### src/verilog/pbrm_pkg.sv
// Contract
// - Select 001 is probe, query mode only
// - Select 010 reaches channel A/B control
// - Select 011 reaches channel A/B address
// - Select 100 is high host-write data
// - Select 101 is low host-write data
// - Select 110 is high host-read data
// - Select 111 is low host-read data
// - Upper address internal only, not DW/HS
// - Channel A reload address internal read-only
// - Channel B compare internal, not DW/HS
// - Channel C control internal, resets zero
// - Access follows mode; I/O blocks link regs
`default_nettype none
package pbrm_pkg;
  // ****************
  // Internal offsets
  // ****************
  localparam logic [15:0] OFS_STC      = 16'hffc3;
  localparam logic [15:0] OFS_SYS      = 16'hffc4;
  localparam logic [15:0] OFS_LINK     = 16'hfff0;
  localparam logic [15:0] OFS_PMC      = 16'hfff1;
  localparam logic [15:0] OFS_RLD_A    = 16'hfff2;
  localparam logic [15:0] OFS_RLD_B    = 16'hfff3;
  localparam logic [15:0] OFS_CMP_B    = 16'hfff4;
  localparam logic [15:0] OFS_UPPER    = 16'hfff5;
  localparam logic [15:0] OFS_CTL_A    = 16'hfff6;
  localparam logic [15:0] OFS_ADR_A    = 16'hfff7;
  localparam logic [15:0] OFS_CTL_B    = 16'hfff8;
  localparam logic [15:0] OFS_ADR_B    = 16'hfff9;
  localparam logic [15:0] OFS_CTL_C    = 16'hfffa;
  localparam logic [15:0] OFS_ADR_C    = 16'hfffb;
  localparam logic [15:0] OFS_HW_HI    = 16'hfffc;
  localparam logic [15:0] OFS_HW_LO    = 16'hfffd;
  localparam logic [15:0] OFS_HR_HI    = 16'hfffe;
  localparam logic [15:0] OFS_HR_LO    = 16'hffff;
  // ****************
  // Select codes
  // ****************
  localparam logic [2:0]  SEL_LINK     = 3'h0;
  localparam logic [2:0]  SEL_PROBE    = 3'h1;
  localparam logic [2:0]  SEL_CTL      = 3'h2;
  localparam logic [2:0]  SEL_ADR      = 3'h3;
  localparam logic [2:0]  SEL_HW_HI    = 3'h4;
  localparam logic [2:0]  SEL_HW_LO    = 3'h5;
  localparam logic [2:0]  SEL_HR_HI    = 3'h6;
  localparam logic [2:0]  SEL_HR_LO    = 3'h7;
  // ****************
  // Reset values and fields
  // ****************
  localparam logic [7:0]  RST_STC      = 8'h1c;
  localparam logic [7:0]  RST_SYS      = 8'h09;
  localparam logic [7:0]  RST_LINK     = 8'h04;
  localparam logic [7:0]  RST_PMC      = 8'h03;
  localparam logic [7:0]  RST_CTL      = 8'h00;
  localparam logic [1:0]  PMC_FIXED    = 2'h3;
  localparam int          SYS_DPME_BIT = 7;
  localparam int          PMC_HSCE_BIT = 7;
  localparam int          PMC_DPEA_BIT = 6;
  localparam int          PMC_DPEB_BIT = 5;
  localparam int          PMC_LOW_BIT  = 2;
endpackage
`default_nettype wire

### src/verilog/pbrm_top.sv
`timescale 1ns/1ps
`default_nettype none
module pbrm_top (
  // Clock and reset
  input  wire logic        core_clk,
  input  wire logic        nrst,
  // Internal CPU register access
  input  wire logic [15:0] cpu_addr,
  input  wire logic        cpu_wr,
  input  wire logic        cpu_rd,
  input  wire logic [7:0]  cpu_wdata,
  output logic             cpu_req_ready,
  output logic             cpu_rd_valid,
  output logic [7:0]       cpu_rd_data,
  input  wire logic        cpu_rd_ready,
  // Master CPU parallel port pins
  input  wire logic        host_cs_n,
  input  wire logic        host_oe_n,
  input  wire logic        host_we_n,
  input  wire logic [2:0]  host_reg_select,
  input  wire logic [7:0]  ddb_in,
  output logic [7:0]       ddb_out,
  output logic             ddb_oe
);
  // ****************
  // Registers
  // ****************
  logic [7:0] serial_timer_control;
  logic [7:0] system_control;
  logic [7:0] link_control_status;
  logic [5:0] pmc_bits;
  logic [7:0] chan_a_reload_addr;
  logic [7:0] chan_b_reload_addr;
  logic [7:0] chan_b_compare_addr;
  logic [7:0] xfer_addr_upper;
  logic [7:0] chan_a_xfer_control;
  logic [7:0] chan_a_xfer_addr;
  logic [7:0] chan_b_xfer_control;
  logic [7:0] chan_b_xfer_addr;
  logic [7:0] chan_c_xfer_control;
  logic [7:0] chan_c_xfer_addr;
  logic [7:0] host_write_high;
  logic [7:0] host_write_low;
  logic [7:0] host_read_high;
  logic [7:0] host_read_low;
  logic [7:0] random_read_probe;
  logic [7:0] port_mode_control;
  assign port_mode_control = {pmc_bits, pbrm_pkg::PMC_FIXED};

  // ****************
  // Mode decode
  // ****************
  logic dpme;
  logic io_mode;
  logic hs_mode;
  logic dp_mode;
  logic bb_a;
  logic bb_b;
  logic dw_a;
  logic dw_b;
  assign dpme    = system_control[pbrm_pkg::SYS_DPME_BIT];
  assign io_mode = !dpme;
  assign hs_mode = dpme && port_mode_control[pbrm_pkg::PMC_HSCE_BIT];
  assign dp_mode = dpme && !port_mode_control[pbrm_pkg::PMC_HSCE_BIT];
  assign bb_a    = dp_mode && port_mode_control[pbrm_pkg::PMC_DPEA_BIT];
  assign bb_b    = dp_mode && port_mode_control[pbrm_pkg::PMC_DPEB_BIT];
  assign dw_a    = dp_mode && !port_mode_control[pbrm_pkg::PMC_DPEA_BIT];
  assign dw_b    = dp_mode && !port_mode_control[pbrm_pkg::PMC_DPEB_BIT];

  // Internal write permission per address in the current mode
  function automatic logic cpu_wr_ok(input logic [15:0] a);
    unique case (a)
      pbrm_pkg::OFS_STC, pbrm_pkg::OFS_SYS,
      pbrm_pkg::OFS_PMC:   cpu_wr_ok = 1'b1;
      pbrm_pkg::OFS_LINK:  cpu_wr_ok = dpme;
      pbrm_pkg::OFS_UPPER: cpu_wr_ok = io_mode || bb_a || bb_b;
      pbrm_pkg::OFS_CTL_A,
      pbrm_pkg::OFS_ADR_A: cpu_wr_ok = !hs_mode && !dw_a;
      pbrm_pkg::OFS_CMP_B: cpu_wr_ok = !hs_mode && !dw_b;
      pbrm_pkg::OFS_CTL_B, pbrm_pkg::OFS_ADR_B,
      pbrm_pkg::OFS_CTL_C,
      pbrm_pkg::OFS_ADR_C: cpu_wr_ok = io_mode;
      pbrm_pkg::OFS_HR_HI: cpu_wr_ok = dw_a;
      pbrm_pkg::OFS_HR_LO: cpu_wr_ok = dw_a || hs_mode;
      default:             cpu_wr_ok = 1'b0;
    endcase
  endfunction

  // Internal read value; blocked or unmapped reads give zero
  function automatic logic [7:0] cpu_read(input logic [15:0] a);
    unique case (a)
      pbrm_pkg::OFS_STC:   cpu_read = serial_timer_control;
      pbrm_pkg::OFS_SYS:   cpu_read = system_control;
      pbrm_pkg::OFS_LINK:  cpu_read = dpme ? link_control_status : 8'h00;
      pbrm_pkg::OFS_PMC:   cpu_read = port_mode_control;
      pbrm_pkg::OFS_RLD_A: cpu_read = chan_a_reload_addr;
      pbrm_pkg::OFS_RLD_B: cpu_read = chan_b_reload_addr;
      pbrm_pkg::OFS_CMP_B: cpu_read = chan_b_compare_addr;
      pbrm_pkg::OFS_UPPER: cpu_read = xfer_addr_upper;
      pbrm_pkg::OFS_CTL_A: cpu_read = chan_a_xfer_control;
      pbrm_pkg::OFS_ADR_A: cpu_read = chan_a_xfer_addr;
      pbrm_pkg::OFS_CTL_B: cpu_read = chan_b_xfer_control;
      pbrm_pkg::OFS_ADR_B: cpu_read = chan_b_xfer_addr;
      pbrm_pkg::OFS_CTL_C: cpu_read = chan_c_xfer_control;
      pbrm_pkg::OFS_ADR_C: cpu_read = chan_c_xfer_addr;
      pbrm_pkg::OFS_HW_HI: cpu_read = dw_b ? host_write_high : 8'h00;
      pbrm_pkg::OFS_HW_LO: cpu_read = (dw_b || hs_mode) ? host_write_low : 8'h00;
      default:             cpu_read = 8'h00;
    endcase
  endfunction

  // ****************
  // Pin synchronisers
  // ****************
  logic [13:0] pin_meta;
  logic [13:0] pin_sync;
  logic        we_prev;
  logic        cs_prev;
  logic [2:0]  sel_prev;
  logic [7:0]  dat_prev;
  always_ff @(posedge core_clk) begin
    if (!nrst) begin
      pin_meta <= 14'h3fff;
      pin_sync <= 14'h3fff;
      we_prev  <= 1'b1;
      cs_prev  <= 1'b1;
      sel_prev <= 3'h0;
      dat_prev <= 8'h00;
    end else begin
      pin_meta <= {host_cs_n, host_oe_n, host_we_n, host_reg_select, ddb_in};
      pin_sync <= pin_meta;
      we_prev  <= pin_sync[11];
      cs_prev  <= pin_sync[13];
      sel_prev <= pin_sync[10:8];
      dat_prev <= pin_sync[7:0];
    end
  end
  logic       cs_s;
  logic       oe_s;
  logic       we_s;
  logic [2:0] sel_s;
  assign cs_s  = !pin_sync[13];
  assign oe_s  = !pin_sync[12];
  assign we_s  = !pin_sync[11];
  assign sel_s = pin_sync[10:8];
  // Write taken at end of strobe, so data has settled
  logic hwr;
  assign hwr = !we_prev ? (we_s == 1'b0 && !cs_prev) : 1'b0;

  // ****************
  // Internal request path
  // ****************
  logic cpu_wr_en;
  logic push;
  logic pop;
  assign cpu_wr_en = cpu_wr && cpu_wr_ok(cpu_addr);
  assign push      = cpu_rd && cpu_req_ready;
  assign pop       = cpu_rd_valid && cpu_rd_ready;

  // ****************
  // Register file
  // ****************
  // defined resets
  always_ff @(posedge core_clk) begin
    if (!nrst) begin
      serial_timer_control <= pbrm_pkg::RST_STC;
      system_control       <= pbrm_pkg::RST_SYS;
      link_control_status  <= pbrm_pkg::RST_LINK;
      pmc_bits             <= pbrm_pkg::RST_PMC[7:pbrm_pkg::PMC_LOW_BIT];
      chan_a_xfer_control  <= pbrm_pkg::RST_CTL;
      chan_b_xfer_control  <= pbrm_pkg::RST_CTL;
      chan_c_xfer_control  <= pbrm_pkg::RST_CTL;
    end else begin
      if (cpu_wr_en) begin
        unique case (cpu_addr)
          pbrm_pkg::OFS_STC:  serial_timer_control <= cpu_wdata;
          pbrm_pkg::OFS_SYS:  system_control       <= cpu_wdata;
          pbrm_pkg::OFS_LINK: link_control_status  <= cpu_wdata;
          pbrm_pkg::OFS_PMC:  pmc_bits <= cpu_wdata[7:pbrm_pkg::PMC_LOW_BIT];
          pbrm_pkg::OFS_CTL_A: chan_a_xfer_control <= cpu_wdata;
          pbrm_pkg::OFS_CTL_B: chan_b_xfer_control <= cpu_wdata;
          pbrm_pkg::OFS_CTL_C: chan_c_xfer_control <= cpu_wdata;
          default: ;
        endcase
      end
      // Master write wins a same-cycle clash
      if (hwr) begin
        unique case (sel_prev)
          pbrm_pkg::SEL_LINK: if (dpme) link_control_status <= dat_prev;
          pbrm_pkg::SEL_CTL: if (bb_b) chan_b_xfer_control <= dat_prev;
          default: ;
        endcase
      end
    end
  end

  // Registers without defined reset value carry no reset
  always_ff @(posedge core_clk) begin
    if (cpu_wr_en) begin
      unique case (cpu_addr)
        pbrm_pkg::OFS_CMP_B: chan_b_compare_addr <= cpu_wdata;
        pbrm_pkg::OFS_UPPER: xfer_addr_upper <= cpu_wdata;
        pbrm_pkg::OFS_ADR_C: chan_c_xfer_addr <= cpu_wdata;
        pbrm_pkg::OFS_HR_HI: host_read_high <= cpu_wdata;
        pbrm_pkg::OFS_HR_LO: host_read_low <= cpu_wdata;
        default: ;
      endcase
    end
    if (hwr) begin
      unique case (sel_prev)
        pbrm_pkg::SEL_PROBE: if (dp_mode) random_read_probe <= dat_prev;
        pbrm_pkg::SEL_HW_HI: if (dp_mode) host_write_high <= dat_prev;
        pbrm_pkg::SEL_HW_LO: if (dpme) host_write_low <= dat_prev;
        default: ;
      endcase
    end
  end

  // Address registers and their reload copies
  always_ff @(posedge core_clk) begin
    if (cpu_wr_en && cpu_addr == pbrm_pkg::OFS_ADR_A) begin
      chan_a_xfer_addr <= cpu_wdata;
      chan_a_reload_addr <= cpu_wdata;
    end
    if (cpu_wr_en && cpu_addr == pbrm_pkg::OFS_ADR_B) begin
      chan_b_xfer_addr   <= cpu_wdata;
      chan_b_reload_addr <= cpu_wdata;
    end else if (hwr && sel_prev == pbrm_pkg::SEL_ADR && bb_b) begin
      chan_b_xfer_addr   <= dat_prev;
      chan_b_reload_addr <= dat_prev;
    end
  end

  // ****************
  // Master read drive
  // ****************
  logic [7:0] next_ddb_out;
  always_comb begin
    next_ddb_out = 8'h00;
    unique case (sel_s)
      pbrm_pkg::SEL_LINK:  if (dpme) next_ddb_out = link_control_status;
      pbrm_pkg::SEL_PROBE: if (dp_mode) next_ddb_out = random_read_probe;
      pbrm_pkg::SEL_CTL:   if (bb_a) next_ddb_out = chan_a_xfer_control;
      pbrm_pkg::SEL_ADR:   if (bb_a) next_ddb_out = chan_a_xfer_addr;
      pbrm_pkg::SEL_HR_HI: if (dp_mode) next_ddb_out = host_read_high;
      pbrm_pkg::SEL_HR_LO: if (dpme) next_ddb_out = host_read_low;
      default: ;
    endcase
  end
  always_ff @(posedge core_clk) begin
    if (!nrst) begin
      ddb_out <= 8'h00;
      ddb_oe  <= 1'b0;
    end else begin
      ddb_out <= next_ddb_out;
      ddb_oe  <= cs_s && oe_s;
    end
  end

  // ****************
  // Two-entry read buffer
  // ****************
  // Head is the output flop so read data comes straight off a register
  logic       tail_valid;
  logic [7:0] tail_data;
  logic [7:0] push_data;
  logic [1:0] next_count;
  assign push_data  = cpu_read(cpu_addr);
  assign next_count = 2'({1'b0, cpu_rd_valid} + {1'b0, tail_valid}
                         + {1'b0, push} - {1'b0, pop});
  always_ff @(posedge core_clk) begin
    if (!nrst) begin
      cpu_rd_valid  <= 1'b0;
      tail_valid    <= 1'b0;
      cpu_req_ready <= 1'b1;
      cpu_rd_data   <= 8'h00;
    end else begin
      cpu_req_ready <= next_count != 2'd2;
      if (pop || !cpu_rd_valid) begin
        if (tail_valid) begin
          cpu_rd_data  <= tail_data;
          cpu_rd_valid <= 1'b1;
          tail_valid   <= push;
          if (push) tail_data <= push_data;
        end else begin
          cpu_rd_valid <= push;
          if (push) cpu_rd_data <= push_data;
        end
      end else if (push) begin
        tail_valid <= 1'b1;
        tail_data  <= push_data;
      end
    end
  end
endmodule // pbrm_top
`default_nettype wire
### config.mk
export PLATFORM = sky130hd
export DESIGN_NAME = pbrm_top
export DESIGN_NICKNAME = d
export VERILOG_FILES = /design/src/verilog/pbrm_pkg.sv /design/src/verilog/pbrm_top.sv
export SDC_FILE = /design/constraint.sdc
export NUM_CORES = 1
export LEC_CHECK = 0
export BUFFER_PORTS_ARGS = -buffer_cell sky130_fd_sc_hd__buf_2
export CORE_UTILIZATION = 40
export DETAILED_ROUTE_END_ITERATION = 16
export SYNTH_ARGS = -nofsm -noshare
export SYNTH_HDL_FRONTEND = slang
export SYNTH_SLANG_ARGS = --single-unit
### constraint.sdc
create_clock -name core_clk -period 6.8 [get_ports core_clk]
set_input_delay 2.04 -clock core_clk [delete_from_list [all_inputs] [get_ports core_clk]]
set_output_delay 2.04 -clock core_clk [all_outputs]
set_load 0.05 [all_outputs]
Yosys cells after proc, flatten, opt, wreduce, memory -nomap -nowiden
Cells that the tools add are included.
- bits in registers: 203
- input port bits: 43
- mux-type cells: 33
- eq/ne operators: 30
- add/subtract/negate cells: 3
- reduce and logical (&&, ||, !) cells: 58
- operators with widths (cell ; number):
    == test 16 bit (second input constant) ; 18
    two-way mux 8 bit ; 25
    one-hot mux 8 bit (14 select lines) ; 1
    one-hot mux 8 bit (6 select lines) ; 1
    AND reduction 2 bit ; 12
    logical AND 1 bit ; 17
    == test 3 x 2 -> 1 bit (second input constant) ; 4
    == test 3 bit (second input constant) ; 4
    zero test 1 bit ; 11
    AND reduction 3 bit ; 3
    one-hot mux 1 bit (8 select lines) ; 1
    == test 3 x 1 -> 1 bit (second input constant) ; 2
    zero test 3 bit ; 2
    nonzero test 2 bit ; 3
    OR reduction 2 bit ; 3
    logical OR 1 bit ; 5
    two-way mux 1 bit ; 5
    != test 2 bit (second input constant) ; 2
    OR reduction 4 bit ; 1
    OR reduction 3 bit ; 1
    adder 1 x 1 -> 2 bit ; 1
    adder 2 x 1 -> 2 bit ; 1
    subtractor 2 x 1 -> 2 bit ; 1

Longest topological paths before layout
- depth in word-level cells: 11
- gate-level depth with buffers: 9
- depth with buffers taken out: 7

Worst setup path before layout
No wires, ideal clock.
- path kind: input to register
- start: in cpu_addr[3]
- end: reg chan_a_xfer_addr[0] (enable)
- setup slack: 2.192 ns
- library setup time: 0.395 ns
- arrival: 4.214 ns
- required time: 6.405 ns
- path buffers: 1
- cell stages on the path: 6
- path through: buf_2 > nand4bb_1 > nor4_1 > a221o_1 > nor3_1 > nor4_1
- longest elaborated chain between the ends: 5
- elaborated cells between the ends (all ways): 20
- ends and longest elaborated chain (element ; line ; source):
    start, declared ; pbrm_top.sv:8 ; input wire logic [15:0] cpu_addr,
    == test 16 bit (on tied branches) ; pbrm_top.sv:72, pbrm_top.sv:221 ;
    OR reduction 4 bit (tied with other cells) ; pbrm_top.sv:72 ; unique case (a)
    one-hot mux 1 bit (8 select lines) ; pbrm_top.sv:72 ;
    logical AND 1 bit ; pbrm_top.sv:156 ; assign cpu_wr_en = cpu_wr && cpu_wr_ok(cpu_addr);
    logical AND 1 bit * ; pbrm_top.sv:221 ; if (cpu_wr_en && cpu_addr == pbrm_pkg::OFS_ADR_A) begin
    end signal, assigned ; pbrm_top.sv:222 ; chan_a_xfer_addr <= cpu_wdata;
    end, declared ; pbrm_top.sv:37 ; logic [7:0] chan_a_xfer_addr;
Mark *: on every way between the ends. The rest lies on a longest branch, timed or not.
A chain may end at the register's enable or synchronous reset.

Worst setup path in the final report
- start: in cpu_addr[11]
- end: reg chan_c_xfer_addr[4] (enable)
- longest elaborated chain between the ends: 5
- elaborated cells between the ends (all ways): 20
- ends and longest elaborated chain (element ; line ; source):
    == test 16 bit (on tied branches) ; pbrm_top.sv:72, pbrm_top.sv:200 ;
    OR reduction 4 bit (tied with other cells) ; pbrm_top.sv:72 ;
    one-hot mux 1 bit (8 select lines) ; pbrm_top.sv:72 ;
    logical AND 1 bit ; pbrm_top.sv:156 ;
    AND reduction 2 bit (no source line) * ; n/a ;
    end signal, assigned ; pbrm_top.sv:203 ; pbrm_pkg::OFS_ADR_C: chan_c_xfer_addr <= cpu_wdata;
    end, declared ; pbrm_top.sv:41 ; logic [7:0] chan_c_xfer_addr;
Marked as above.

==> metrics.txt <==
Setup-failing EPs final=0; DRC=0; clock latency on the worst-skew pair=510 ps; Synth area leader=edfxtp_1; area delta synth->final=14.9%; Largest regs=pin_meta (14), pin_sync (14); Die Footprint=22,600 um2; Cell Area, Synth=8780 um2; RSZ-0062 raised after global routing=false; CP max stage delay=930 ps; kind of critical path=input port to flop; Critical-path top delay cell=nor3_1; Avg WL per Cell=22.7 um; share of cells above drive strength 1=0.187; # rows=53; GP Congestion=0.921; Die W=150 um; CTS tree=done; Critical Path, Cell by Cell=buf_2 > nand4_2 > nor3_4 > buf_4 > o2111ai_1 > o21ai_1 > o21ai_0 > nor3_1; clk root buf=clkbuf_16; first-pass GRT wire length=37,600 um; CTS HTree Levels=1; met1 Usage GRT=0.322; Setup crit end kind=flop; clock buffer count from CTS=23; Yosys warnings=0; setup tns final=0 ps; Fin. Hold Viols=0; fraction of registers with async set or reset after synthesis=0; ranking of synthesized cells by area=edfxtp_1, dfxtp_1, mux2i_1; VDD IR max=0.000213 V; largest net degree at the start of global routing=52; CTS resizes=0; Max Fclk=201 MHz; initial cell density of the core=0.413; static leakage=3.71 nW; num ports=62; GRT overflow=0; crit start category=input port; GRT Overall Usage=0.228; clock-pin slew on the worst setup and hold paths=60 ps; Yosys top cell area share=0.301; Buffers on Ports=61; Tot Pwr=2.66 mW; Hold Path Class=flop to flop; Cell Count, Final, Fillers Out=1,114; clk buf depth=3; # hold bufs at CTS=0; Worst Max-Slew Pin Slew=1180 ps; DR vias=6,430; number of flops mapped to enable cells by yosys=88; Max Fanout on Critical Path=41; clock skew=15.5 ps; Seq/Total Area, Yosys=0.563; Post-DRT Antenna Nets=0; initial antenna violation count=0; Max Cap Violations=0; fillers=1,957; met3 usage=0.0336; PwrDens=264 nW/um2; postcts setup bufs=0; DP Wirelength=17,400 um; min cycle time layout=4960 ps; fin. max-slew vios=0; TritonRoute pass-1 iters=5; fin crit share=0.730; Post-Place Cells=1,072; DR iter-0 viols=743; core area=21,300 um2; syn avg cell area=11.5 um2; Global Route met2 Usage=0.344; Netlist cell types=81; ys flop type=dfxtp_1; total inserted antenna cells=0; Post-layout nets=867; Seq cells post-synth=203; Crit path required time=6920 ps; WL final=25,300 um; via/cell ratio=5.77; Worst Path Buf+Inv=2; Syn Nets=811; cells after synthesis=766; Clock Sinks=203; max_slew headroom=0.207; Top delay family on crit path=simple AND/OR/NAND/NOR gates; status=complete, no violations; Top Usage Layer GRT=met2; CP Data Arrival Time=5080 ps; chip height=150 um; number of global-route vias before repair=6,017
==> final timing paths <==
check                     from                  end  slack (ps)  depth (start not counted)
min reg2reg       pin_sync[12]               ddb_oe         400                          1
min               pin_sync[12]               ddb_oe         400                          1
max               cpu_addr[11]  chan_c_xfer_addr[4]        1840                          8
max reg2reg  system_control[7]  chan_c_xfer_addr[4]        3630                          5
==> synth_stat cells, types with 19 or more instances <==
cell type,number
nand2_1,69
and2_1,32
a221o_1,24
nand2b_1,36
edfxtp_1,88
nand3_1,53
mux2i_1,28
dfxtp_1,115
clkbuf_1,23
inv_1,19
a21boi_0,19
nor2_1,43
==> placed cells by master (no fill, tap or decap), drive strengths merged, types with 5 or more instances in the layout <==
cell    instances
a21boi         19
a21oi           7
a221o          24
a221oi          5
a222oi          9
a22oi          11
a31oi           5
a32oi          11
and2           32
and3            7
buf            72
clkbuf         29
clkinv          9
dfxtp         115
edfxtp         88
inv            23
mux2           12
mux2i          28
nand2          70
nand2b         37
nand3          53
nand4          11
nor2           44
nor2b           6
nor3           11
nor4           17
o21ai          11
o31ai           6
or2             6
==> metal layers <==
metal | vias up | wire (um)
li1 | 3006 | -
met1 | 3075 | 11200
met2 | 291 | 11100
met3 | 58 | 1870
met4 | 0 | 1060
met5 | - | 0
==> where the power goes <==
part / leakage (nW) / total (mW) / switching, mW / internal, mW
logic: 1.59 / 0.144 / 0.0972 / 0.0470
registers: 1.75 / 1.30 / 0.0156 / 1.29
clock network: 0.378 / 1.21 / 0.496 / 0.717
total: 3.71 / 2.66 / 0.608 / 2.05
==> stage by stage <==
| stage | setup slack [ps] | hold WS (ps) | cell area (um2) | util |
|---|---|---|---|---|
| 2_1_floorplan | 2190 | 368 | 8780 | - |
| 3_3_place_gp | 1480 | 386 | 9340 | 0.439 |
| 3_5_place_dp | 1420 | 392 | 9340 | 0.439 |
| 4_1_cts | 1880 | 403 | 10100 | 0.474 |
| 5_1_grt | 1620 | 415 | 10100 | 0.474 |
| 6_report | 1840 | 402 | 10100 | 0.474 |
==> cells by family after synthesis <==
group / synth area share
AOI/OAI and AO/OA: 0.140
xor gates and xnor gates: 0.00199
adders and majority gates: 0.00484
buffers and inverters: 0.0292
DFF: 0.563
muxes: 0.0507
and+or+nand+nor: 0.210
==> final cells by class <==
class                   count  area, um2  area share
clock buffers              29        649      0.0643
flip-flops and latches    203       4940       0.490
repair buffers             72        390      0.0387
multi-input cells         502       3590       0.355
inverters                  20       75.1     0.00744
well taps                 275        344      0.0341
clock inverters            13        101      0.0100
Note: power is estimated with default switching activity, not from simulation.
